$ cat src/inc/word_input_pkg.sv
// shared constants and helpers for the parallel word input link
package word_input_pkg;

   // word and buffer geometry
   localparam int WORD_W = 24;
   localparam int FIFO_DEPTH = 32;

   // timing: one computer cycle is a whole number of system clocks
   localparam int CLK_PERIOD_NS = 100;
   localparam int CYCLE_NS = 800;
   localparam int CYCLE_CLKS = CYCLE_NS / CLK_PERIOD_NS;
   localparam int CNT_W = 3;
   localparam logic [CNT_W-1:0] CYCLE_LAST = CNT_W'(CYCLE_CLKS - 1);
   localparam logic [CNT_W-1:0] CNT_ZERO = 3'h0;
   localparam logic [CNT_W-1:0] CNT_ONE = 3'h1;

   // wait-phase cycle counter
   localparam int WAIT_CNT_W = 16;
   localparam logic [WAIT_CNT_W-1:0] WAIT_CNT_ZERO = 16'h0000;
   localparam logic [WAIT_CNT_W-1:0] WAIT_CNT_ONE = 16'h0001;
   localparam logic [WAIT_CNT_W-1:0] WAIT_CNT_MAX = 16'hFFFF;

   // link line levels: lines are true at zero volts
   localparam logic LINE_TRUE = 1'b0;
   localparam logic LINE_FALSE = 1'b1;
   localparam logic [0:WORD_W-1] WORD_LINES_IDLE = 24'hFFFFFF;
   localparam logic [0:WORD_W-1] WORD_ZERO = 24'h000000;

   // which response line a skip-test instruction interrogates
   typedef enum logic
   {
      SKIP_UNIT_TEST = 1'b0,
      SKIP_SYSTEM = 1'b1
   } skip_mode_t;

   // data lines carry the inverse of the word, bit i on line i
   function automatic logic [0:WORD_W-1] word_to_lines
   (
      input logic [0:WORD_W-1] v
   );
      return ~v;
   endfunction : word_to_lines

   function automatic logic [0:WORD_W-1] lines_to_word
   (
      input logic [0:WORD_W-1] v
   );
      return ~v;
   endfunction : lines_to_word

endpackage : word_input_pkg

$ cat src/inc/word_input_link.sv
// link between the computer's input channel and the external word source
`timescale 1ns/1ns
`default_nettype none

interface word_input_link;

   // computer to external equipment
   logic in_wait;
   logic in_strobe;
   logic in_term_n;
   logic skip_strobe;
   // external equipment to computer
   logic external_ready_n;
   logic [0:word_input_pkg::WORD_W-1] input_data_line_n;
   logic unit_resp_n;
   logic system_resp_n;

   modport dev
   (
      output in_wait,
      output in_strobe,
      output in_term_n,
      output skip_strobe,
      input external_ready_n,
      input input_data_line_n,
      input unit_resp_n,
      input system_resp_n
   );

   modport ext
   (
      input in_wait,
      input in_strobe,
      input in_term_n,
      input skip_strobe,
      output external_ready_n,
      output input_data_line_n,
      output unit_resp_n,
      output system_resp_n
   );

endinterface : word_input_link

`default_nettype wire

$ cat src/rtl/word_input_source.sv
// external equipment end: word buffer and input-channel coupling logic
`timescale 1ns/1ns
`default_nettype none

module word_source_fifo
#(
   parameter int WIDTH = 24,
   parameter int DEPTH = 32
)
(
   // clock and reset
   input wire logic i_clk,
   input wire logic i_reset,
   // fill side
   input wire logic i_in_valid,
   output logic o_in_ready,
   input wire logic [WIDTH-1:0] i_in_data,
   // drain side
   output logic o_out_valid,
   input wire logic i_out_ready,
   output logic [WIDTH-1:0] o_out_data
);

   localparam int PTR_W = $clog2(DEPTH);
   localparam logic [PTR_W:0] PTR_STEP = (PTR_W+1)'(1);

   typedef struct packed
   {
      logic [PTR_W:0] wr;
      logic [PTR_W:0] rd;
   } fifo_regs_t;

   fifo_regs_t r_q;
   fifo_regs_t r_d;
   logic [WIDTH-1:0] mem [DEPTH];
   logic full;
   logic empty;
   logic push;
   logic pop;

   assign empty = (r_q.wr == r_q.rd);
   assign full = (r_q.wr[PTR_W] != r_q.rd[PTR_W]) &&
                 (r_q.wr[PTR_W-1:0] == r_q.rd[PTR_W-1:0]);
   assign push = i_in_valid && !full;
   assign pop = i_out_ready && !empty;
   assign o_in_ready = !full;
   assign o_out_valid = !empty;
   assign o_out_data = mem[r_q.rd[PTR_W-1:0]];

   always_comb
   begin
      r_d = r_q;
      if (push)
      begin
         r_d.wr = r_q.wr + PTR_STEP;
      end
      if (pop)
      begin
         r_d.rd = r_q.rd + PTR_STEP;
      end
   end

   always_ff @(posedge i_clk)
   begin
      if (i_reset)
      begin
         r_q <= '0;
      end
      else
      begin
         r_q <= r_d;
      end
   end

   // storage has no reset; only written slots are ever read
   always_ff @(posedge i_clk)
   begin
      if (push)
      begin
         mem[r_q.wr[PTR_W-1:0]] <= i_in_data;
      end
   end

endmodule : word_source_fifo

module word_input_source
(
   // clock and reset
   input wire logic i_clk,
   input wire logic i_reset,
   // words to send
   input wire logic i_word_valid,
   output logic o_word_ready,
   input wire logic [0:word_input_pkg::WORD_W-1] i_word,
   // unit conditions reported on skip tests
   input wire logic i_unit_condition,
   input wire logic i_system_condition,
   // status
   output logic o_word_sent,
   output logic o_skip_seen,
   // link toward the computer
   word_input_link.ext link
);

   typedef enum logic [1:0]
   {
      SRC_IDLE = 2'h1,
      SRC_HOLD = 2'h2
   } src_state_t;

   typedef struct packed
   {
      src_state_t st;
      logic ready_n;
      logic [0:word_input_pkg::WORD_W-1] lines_n;
      logic unit_n;
      logic system_n;
      logic word_sent;
      logic skip_seen;
   } src_regs_t;

   src_regs_t r_q;
   src_regs_t r_d;
   logic fifo_valid;
   logic fifo_pop;
   logic [0:word_input_pkg::WORD_W-1] fifo_word;

   // the buffer drains only when the computer asks, so it fills and
   // pushes back on the word producer
   word_source_fifo
   #(
      .WIDTH(word_input_pkg::WORD_W),
      .DEPTH(word_input_pkg::FIFO_DEPTH)
   )
   u_fifo
   (
      .i_clk(i_clk),
      .i_reset(i_reset),
      .i_in_valid(i_word_valid),
      .o_in_ready(o_word_ready),
      .i_in_data(i_word),
      .o_out_valid(fifo_valid),
      .i_out_ready(fifo_pop),
      .o_out_data(fifo_word)
   );

   assign fifo_pop = (r_q.st == SRC_IDLE) && link.in_wait && fifo_valid;

   always_comb
   begin
      r_d = r_q;
      r_d.word_sent = 1'b0;
      r_d.skip_seen = link.skip_strobe;
      r_d.unit_n = i_unit_condition ? word_input_pkg::LINE_TRUE
                                    : word_input_pkg::LINE_FALSE;
      r_d.system_n = i_system_condition ? word_input_pkg::LINE_TRUE
                                        : word_input_pkg::LINE_FALSE;
      unique case (r_q.st)
         SRC_IDLE:
         begin
            if (fifo_pop)
            begin
               r_d.lines_n = word_input_pkg::word_to_lines(fifo_word);
               r_d.ready_n = word_input_pkg::LINE_TRUE;
               r_d.st = SRC_HOLD;
            end
         end
         SRC_HOLD:
         begin
            // data and ready stand until termination is seen
            if (link.in_term_n == word_input_pkg::LINE_TRUE)
            begin
               r_d.lines_n = word_input_pkg::WORD_LINES_IDLE;
               r_d.ready_n = word_input_pkg::LINE_FALSE;
               r_d.word_sent = 1'b1;
               r_d.st = SRC_IDLE;
            end
         end
      endcase
   end

   always_ff @(posedge i_clk)
   begin
      if (i_reset)
      begin
         r_q.st <= SRC_IDLE;
         r_q.ready_n <= word_input_pkg::LINE_FALSE;
         r_q.lines_n <= word_input_pkg::WORD_LINES_IDLE;
         r_q.unit_n <= word_input_pkg::LINE_FALSE;
         r_q.system_n <= word_input_pkg::LINE_FALSE;
         r_q.word_sent <= 1'b0;
         r_q.skip_seen <= 1'b0;
      end
      else
      begin
         r_q <= r_d;
      end
   end

   assign link.external_ready_n = r_q.ready_n;
   assign link.input_data_line_n = r_q.lines_n;
   assign link.unit_resp_n = r_q.unit_n;
   assign link.system_resp_n = r_q.system_n;
   assign o_word_sent = r_q.word_sent;
   assign o_skip_seen = r_q.skip_seen;

endmodule : word_input_source

`default_nettype wire

$ cat src/flat_wrapper.sv
// flat-port wrapper written by rule: the top's interface ports become plain ports
module word_input_source_flat 
  (i_clk, i_reset, i_word_valid, o_word_ready, i_word, i_unit_condition, i_system_condition, o_word_sent, o_skip_seen, link_in_wait, link_in_strobe, link_in_term_n, link_skip_strobe, link_external_ready_n, link_input_data_line_n, link_unit_resp_n, link_system_resp_n);
  word_input_link link_i ();
  input wire logic i_clk;
  input wire logic i_reset;
  input wire logic i_word_valid;
  output logic o_word_ready;
  input wire logic [0:word_input_pkg::WORD_W-1] i_word;
  input wire logic i_unit_condition;
  input wire logic i_system_condition;
  output logic o_word_sent;
  output logic o_skip_seen;
  input wire logic [$bits(link_i.in_wait)-1:0] link_in_wait;
  input wire logic [$bits(link_i.in_strobe)-1:0] link_in_strobe;
  input wire logic [$bits(link_i.in_term_n)-1:0] link_in_term_n;
  input wire logic [$bits(link_i.skip_strobe)-1:0] link_skip_strobe;
  output wire logic [$bits(link_i.external_ready_n)-1:0] link_external_ready_n;
  output wire logic [$bits(link_i.input_data_line_n)-1:0] link_input_data_line_n;
  output wire logic [$bits(link_i.unit_resp_n)-1:0] link_unit_resp_n;
  output wire logic [$bits(link_i.system_resp_n)-1:0] link_system_resp_n;
  assign link_i.in_wait = link_in_wait;
  assign link_i.in_strobe = link_in_strobe;
  assign link_i.in_term_n = link_in_term_n;
  assign link_i.skip_strobe = link_skip_strobe;
  assign link_external_ready_n = link_i.external_ready_n;
  assign link_input_data_line_n = link_i.input_data_line_n;
  assign link_unit_resp_n = link_i.unit_resp_n;
  assign link_system_resp_n = link_i.system_resp_n;
  word_input_source u_core (.i_clk(i_clk), .i_reset(i_reset), .i_word_valid(i_word_valid), .o_word_ready(o_word_ready), .i_word(i_word), .i_unit_condition(i_unit_condition), .i_system_condition(i_system_condition), .o_word_sent(o_word_sent), .o_skip_seen(o_skip_seen), .link(link_i));
endmodule
$ cat config.mk
export PLATFORM = sky130hd
export DESIGN_NAME = word_input_source_flat
export DESIGN_NICKNAME = d
export VERILOG_FILES = /design/src/inc/word_input_pkg.sv /design/src/inc/word_input_link.sv /design/src/rtl/word_input_source.sv /design/src/flat_wrapper.sv
export SDC_FILE = /design/constraint.sdc
export NUM_CORES = 1
export LEC_CHECK = 0
export BUFFER_PORTS_ARGS = -buffer_cell sky130_fd_sc_hd__buf_2
export CAP_MARGIN = 20
export CORE_ASPECT_RATIO = 0.8
export CORE_MARGIN = 5
export CORE_UTILIZATION = 67
export DETAILED_ROUTE_END_ITERATION = 10
export PLACE_DENSITY = 0.94
export SLEW_MARGIN = 0
export SYNTH_ARGS = -nofsm -noshare
export SYNTH_HDL_FRONTEND = slang
export SYNTH_HIERARCHICAL = 1
export SYNTH_SLANG_ARGS = --single-unit
$ cat constraint.sdc
create_clock -name i_clk -period 6.3 [get_ports i_clk]
set_input_delay 1.26 -clock i_clk [delete_from_list [all_inputs] [get_ports i_clk]]
set_output_delay 1.26 -clock i_clk [all_outputs]
set_load 0.005 [all_outputs]
==> summary.txt, run 1 <==
STA
  – Clock skew: just over 0.03 ns
  – Post-route setup TNS: 0 ns
  – Fmax achieved: between 0.2 and 0.3 GHz
  – Unrepaired setup endpoints after global routing: no
  – Final-report max-slew violation count: 0
  – Slew at the pin closest to its max-slew limit: ~1.2 ns
  – Final Hold Viols: 0
  – Final-report setup violation count: 0
  – Final min period: around 3.6 ns
  – Period utilization: 56.8%
  – Hold WS: 0.532 ns
  – Slew headroom: 18.1%

Cells and area
  – Net count reported at finish: 1,981
  – Design area: approximately 0.035 mm2
  – Layout fillers: 2,404
  – Share of cells above drive strength 1: 13.8%
  – Non-filler cells, final: 2,623
  – Area delta synth->final: 10.1%

Clock network
  – CTS tree: built
  – H-tree levels: 3
  – Skew-Pair Late Insertion Delay: around 0.63 ns
  – Reg clk slew, reported paths: 0.07 ns
  – Num CTS Buffers: between 70 and 80
  – CTS Buffer Depth: 3
  – # clock sinks: 815
  – CTS Hold Bufs: 0
  – Quantity of gates resized following cts: 0
  – Postcts setup bufs: 0
  – Clock Tree Root: clkbuf_16

Place
  – DP Area: 0.0328 mm2
  – IO buf count: 61
  – Placed Cells: 2,489
  – Final Wtd Congestion: 0.858
  – Hpwl dp: roughly 42 mm

Flow run
  – Max Cap Violations: 0

Power
  – Part of the power in the clock network: 40.8%
  – Internal power: approximately 8.6 mW
  – Sequential share of power: a little under three fifths
  – P_leak: about 11 nW
  – Comb pwr share: roughly 4.0%
  – Power Density: 311 mW/mm2
  – Sw Ratio: 21.5%
  – Peak supply drop: 0.253 mV
  – Psw: 2.34 mW

Route
  – Remaining antenna violation count: 0
  – Via density: 7.10
  – Drt first pass iters: 5
  – 1st-iter DRT viols: 3,168
  – Post-DR wirelength/cell: 31.3 um
  – Vias: 18,622
  – Final WL: 82.2 mm
  – Drt drc: 0

Logic synthesis
  – Seq/Total Area, Yosys: between 70% and 80%
  – Asr flop ratio synth: 0%
  – Post-Synthesis Cell Area: 0.0319 mm2
  – EDFF count, synth: 768
  – Net Count, Synth: 1,932
  – Mapped Avg Cell Area: 16.9 um2
  – Ys flop type: edfxtp_1
  – Cell variety after synth: 50
  – Cells after Synth: about 1,900
  – Post-synthesis register bit count: about 820
  – Synth warn: 6

Worst setup path
  – Worst path arrival time: 2.32 ns
  – Crit path capture type: output port
  – Crit start category: flip-flop
  – Critical Path RT: just over 5 ns
  – CP Max Fanout: 11
  – Crit path kind: reg -> out

Floorplanning
  – Core area: 0.0471 mm2
  – Die H: about 210 um
  – Site Rows: 71
  – Die area: about 0.052 mm2
  – Die X-Extent: 254 um
  – Initial Utilization: between 60% and 70%
  – Ports: 63

Global routing
  – Largest net degree at the start of global routing: 145
  – Total grt overflow: 0
  – Total GRT Usage: 31.4%
  – Initial antenna violation count: 1
  – First-pass GRT wire length: 120 mm
  – Vias in the first global route: ~19,000

Worst hold path
  – Worst hold path class: reg -> reg

Outcome
  – Status: completed
placed cells by master (no fill, tap or decap), types with 2 or more instances in the layout:
cell,netlist,final
a21oi_1,76,76
a21oi_2,2,2
a22o_1,48,48
a22oi_1,96,96
a31oi_1,24,24
buf_12,0,3
buf_2,32,61
buf_4,46,42
bufinv_16,0,6
clkbuf_1,42,7
clkbuf_16,0,74
clkbuf_8,1,4
clkinv_1,0,14
clkinv_2,0,17
clkinv_8,0,2
clkinvlp_4,0,6
dfxtp_1,47,46
edfxtp_1,768,768
ha_1,5,5
inv_1,3,2
inv_6,0,3
mux2i_1,385,385
nand2_1,83,83
nand2b_1,5,5
nand3_1,75,75
nand3b_1,2,2
nand4_1,3,3
nor2_1,69,37
nor2_2,0,31
nor2b_1,7,5
nor2b_4,1,3
nor3_1,26,26
or2_2,3,3
xnor2_1,7,7
xor2_1,5,5
final cells by class:
type                       count  area, um2  area share [%]
inverter                       3       11.3          0.0320
timing repair buffer         107        708            2.01
clock inverter                48        438            1.25
antenna                        1       2.50         0.00712
tap                          620        776            2.21
multi-input combinational    944       7280            20.7
clock buffer                  85       1930            5.50
sequential                   815      24000            68.3
metrics by stage:
stage	total power, mW	util, %	worst slack [ns]
2_1_floorplan	6.37	-	3.28
6_report	10.9	74.7	2.72
3_5_place_dp	6.55	69.6	2.76
3_3_place_gp	6.52	69.6	2.87
4_1_cts	10.9	74.7	2.76
5_1_grt	11.2	74.7	2.68
final timing paths:
kind                            cells after the start                             start                               end  slack [ns]
worst max-delay path                                4              u_core/u_fifo/r_q[9]                      o_word_ready        2.72
worst min-delay path                                2  u_core/link.input_data_line_n[9]  u_core/link.input_data_line_n[9]        0.53
worst max register to register                      6              u_core/u_fifo/r_q[9]         u_core/u_fifo/mem[10][20]        2.80
worst min register to register                      2  u_core/link.input_data_line_n[9]  u_core/link.input_data_line_n[9]        0.53
synth_stat cells (5+ instances only):
cell	n	area share [%]
buf_2	32	0.50
nor2_1	69	0.81
ha_1	5	0.20
a22o_1	48	1.3
nand2b_1	5	0.098
nand3_1	75	1.2
a22oi_1	96	2.3
a21oi_1	76	1.2
edfxtp_1	768	72
a31oi_1	24	0.47
nand2_1	83	0.98
mux2i_1	385	12
xnor2_1	7	0.19
nor2b_1	7	0.14
dfxtp_1	47	2.9
buf_1	7	0.082
buf_4	46	1.1
xor2_1	5	0.14
nor3_1	26	0.41
clkbuf_1	42	0.49
registers in the layout, indices dropped and copies added, names as in the netlist, named ones only:
name and cells:
u_core/u_fifo/mem 768, u_core/link.input_data_line_n 24, u_core/u_fifo/r_q 12, u_core/r_q 2, u_core/link.system_resp_n 1, u_core/link.unit_resp_n 1
u_core/o_skip_seen 1, u_core/o_word_sent 1
logic make-up after synthesis:
group	share of synthesized area [%]
buf+inv	2.38
simple gates	4.07
flops	75.2
mux	12.2
fa+ha+maj	0.196
compound gates	5.63
xor+xnor	0.380
critical path, stage by stage (launching register included):
cell,delay [ns]
dfxtp_1,0.61
xor2_1,0.23
or3_4,0.41
or2_2,0.32
buf_2,0.14
metal layers:
| layer | GRT usage [%] | vias up | part of all wire (%) | wire [um] |
|---|---|---|---|---|
| met5 | 0 | - | 0 | 0 |
| met4 | 15.0 | 0 | 5.6 | 4630 |
| met3 | 8.82 | 352 | 15 | 12000 |
| met2 | 50.0 | 1718 | 47 | 39000 |
| met1 | 40.5 | 9094 | 32 | 26600 |
| li1 | - | 7458 | - | - |
power by group through the flow:
stage / Sequential (mW) / Clock [mW] / Combinational [mW]
3_3_place_gp: 6.13 / 0 / 0.389
3_5_place_dp: 6.13 / 0 / 0.414
4_1_cts: 6.02 / 4.47 / 0.430
6_report: 6.02 / 4.45 / 0.441
2_1_floorplan: 6.12 / 0 / 0.248
5_1_grt: 6.02 / 4.70 / 0.460
Power figures use the tool's default switching activity.
==> run 2, diff against run 1 <==
--- a/config.mk
+++ b/config.mk
@@ -9,9 +9,9 @@
 export CAP_MARGIN = 20
 export CORE_ASPECT_RATIO = 0.8
 export CORE_MARGIN = 5
-export CORE_UTILIZATION = 67
+export CORE_UTILIZATION = 56
 export DETAILED_ROUTE_END_ITERATION = 10
-export PLACE_DENSITY = 0.94
+export PLACE_DENSITY = 0.85
 export SLEW_MARGIN = 0
 export SYNTH_ARGS = -nofsm -noshare
 export SYNTH_HDL_FRONTEND = slang
==> constraint.sdc (replaced) <==
create_clock -name i_clk -period 3.1 [get_ports i_clk]
set_input_delay 0.62 -clock i_clk [delete_from_list [all_inputs] [get_ports i_clk]]
set_output_delay 0.62 -clock i_clk [all_outputs]
set_load 0.005 [all_outputs]
==> run 2 against run 1 <==
  * Final cell count is 6.7% higher
  * Utilization is 11 points lower
  * Critical endpoint unchanged
  * Non-clock buffer count is 37 higher
  * Routed wire length is 11% lower
  * First-iteration DRC count is 35% lower
  * Highest routed layer unchanged
  * Count of clock-buffer cells in the layout is 10 higher
==> summary.txt, run 2 (same netlist as run 1, synthesis figures left out) <==
Outcome
  – Status: completed

Floorplanning
  – Initial Utilization: 56.4%
  – Site Rows: 78
  – Core area: 0.0566 mm2
  – Die X-Extent: 277 um
  – Die H: about 220 um
  – Die area: between 0.06 and 0.07 mm2
  – Ports: 63

Cells and area
  – Design area: 0.0359 mm2
  – Final Util: 63.4%
  – Net count reported at finish: 2,019
  – Share of cells above drive strength 1: 15.1%
  – Commonest non-fill, non-tap cell in the layout: edfxtp_1
  – Area delta synth->final: 12.3%
  – Flip-flop count of the largest register after layout: 768
  – Most frequent cells in the layout: 768 x edfxtp_1, 385 x mux2i_1, 96 x a22oi_1

Clock network
  – Num CTS Buffers: 73
  – Quantity of gates resized following cts: 0
  – Reg clk slew, reported paths: 0.06 ns
  – CTS Hold Bufs: 0
  – CTS tree: built
  – # clock sinks: approximately 820
  – H-tree levels: 3
  – CTS Buffer Depth: 3
  – Clock Tree Root: clkbuf_16
  – Skew-Pair Late Insertion Delay: 0.61 ns
  – Postcts setup bufs: 0

Worst setup path
  – Critical Path RT: 2.48 ns
  – Buffers and inverters on the worst path: 1
  – Slowest CP cell: dfxtp_1
  – Crit start category: flip-flop
  – Worst path arrival time: roughly 2.1 ns
  – CP Max Fanout: 6
  – CP delay by family, top: simple AND/OR/NAND/NOR gates
  – Largest stage delay, worst path: ~0.48 ns
  – Crit path capture type: output port
  – CP Cell Sequence: xor2_1, or3_4, or2_2, buf_2
  – Critical path startpoint: u_core/u_fifo/r_q[6]
  – Origin of the critical flop-to-flop path: u_core/u_fifo/r_q[6]
  – Crit path kind: reg -> out

Power
  – Power Density: 625 mW/mm2
  – P_leak: around 11 nW
  – Peak supply drop: 0.447 mV
  – Total power: 22.4 mW

Route
  – Drt first pass iters: 5
  – Post-DR wirelength/cell: about 26 um
  – 1st-iter DRT viols: 2,075
  – Via density: approximately 6.3
  – Vias: between 15,000 and 20,000
  – Remaining antenna violation count: 0
  – Drt drc: 0
  – Final WL: 73.1 mm

STA
  – Period utilization: 88.9%
  – Final worst slack: 0.343 ns
  – Final min period: ~2.8 ns
  – Final-report max-slew violation count: 0
  – Slew headroom: 29.9%
  – Final-report setup violation count: 0
  – Slew at the pin closest to its max-slew limit: 1.05 ns
  – Post-route setup TNS: 0 ns
  – Clock skew: approximately 0.015 ns
  – Fmax achieved: 0.363 GHz
  – Final Hold Viols: 0
  – Unrepaired setup endpoints after global routing: no

Worst hold path
  – Worst hold path class: in -> reg
  – Min-delay src: i_system_condition

Global routing
  – Total GRT Usage: 22.9%
  – First-pass GRT wire length: 108 mm
  – Total grt overflow: 0
  – Initial antenna violation count: 0
  – Vias in the first global route: between 15,000 and 20,000
  – Largest net degree at the start of global routing: 72

Place
  – Worst-case setup slack after placement: ~0.55 ns
  – IO buf count: between 60 and 70
  – DP Area: about 0.033 mm2
  – Hpwl dp: 40.9 mm
  – Final Wtd Congestion: between 0.8 and 0.9

Flow run
  – Max Cap Violations: 0
-- run 2: final cells by class --
cell class	instances	area, um2
diodes	1	2.50
clock inverters	38	422
inverters	3	11.3
multi-input cells	944	7280
well taps	760	951
fillers	3698	20700
clock buffers	95	2080
repair buffers	144	1130
flip-flops and latches	815	24000
-- run 2: final timing paths --
kind                            cells past startpoint  slack, ns                          endpoint
worst min register to register                      2       0.52  u_core/link.input_data_line_n[7]
worst max register to register                      5       0.46          u_core/u_fifo/mem[3][16]
worst min-delay path                                2       0.20         u_core/link.system_resp_n
worst max-delay path                                4       0.34                      o_word_ready
-- run 2: where the power goes --
group	switching, mW	total, mW	leakage (nW)	internal [mW]
combinational	0.621	0.880	2.45	0.259
clock	3.84	9.33	1.22	5.49
sequential	0.0632	12.2	7.31	12.2
-- run 2: per-stage QoR --
stage,hold WS [ns],std cells
2_1_floorplan,0.488,1894
3_3_place_gp,0.501,2666
3_5_place_dp,0.507,2666
4_1_cts,0.167,2799
5_1_grt,0.193,2799
6_report,0.197,2800
-- run 2: metal layers --
metal / global-route usage [%] / up-vias / wire (um)
met4: 8.67 / 0 / 2840
met1: 31.2 / 8870 / 28000
met2: 37.4 / 1080 / 35400
li1: - / 7557 / -
met3: 4.31 / 188 / 6900
met5: 0 / - / 0
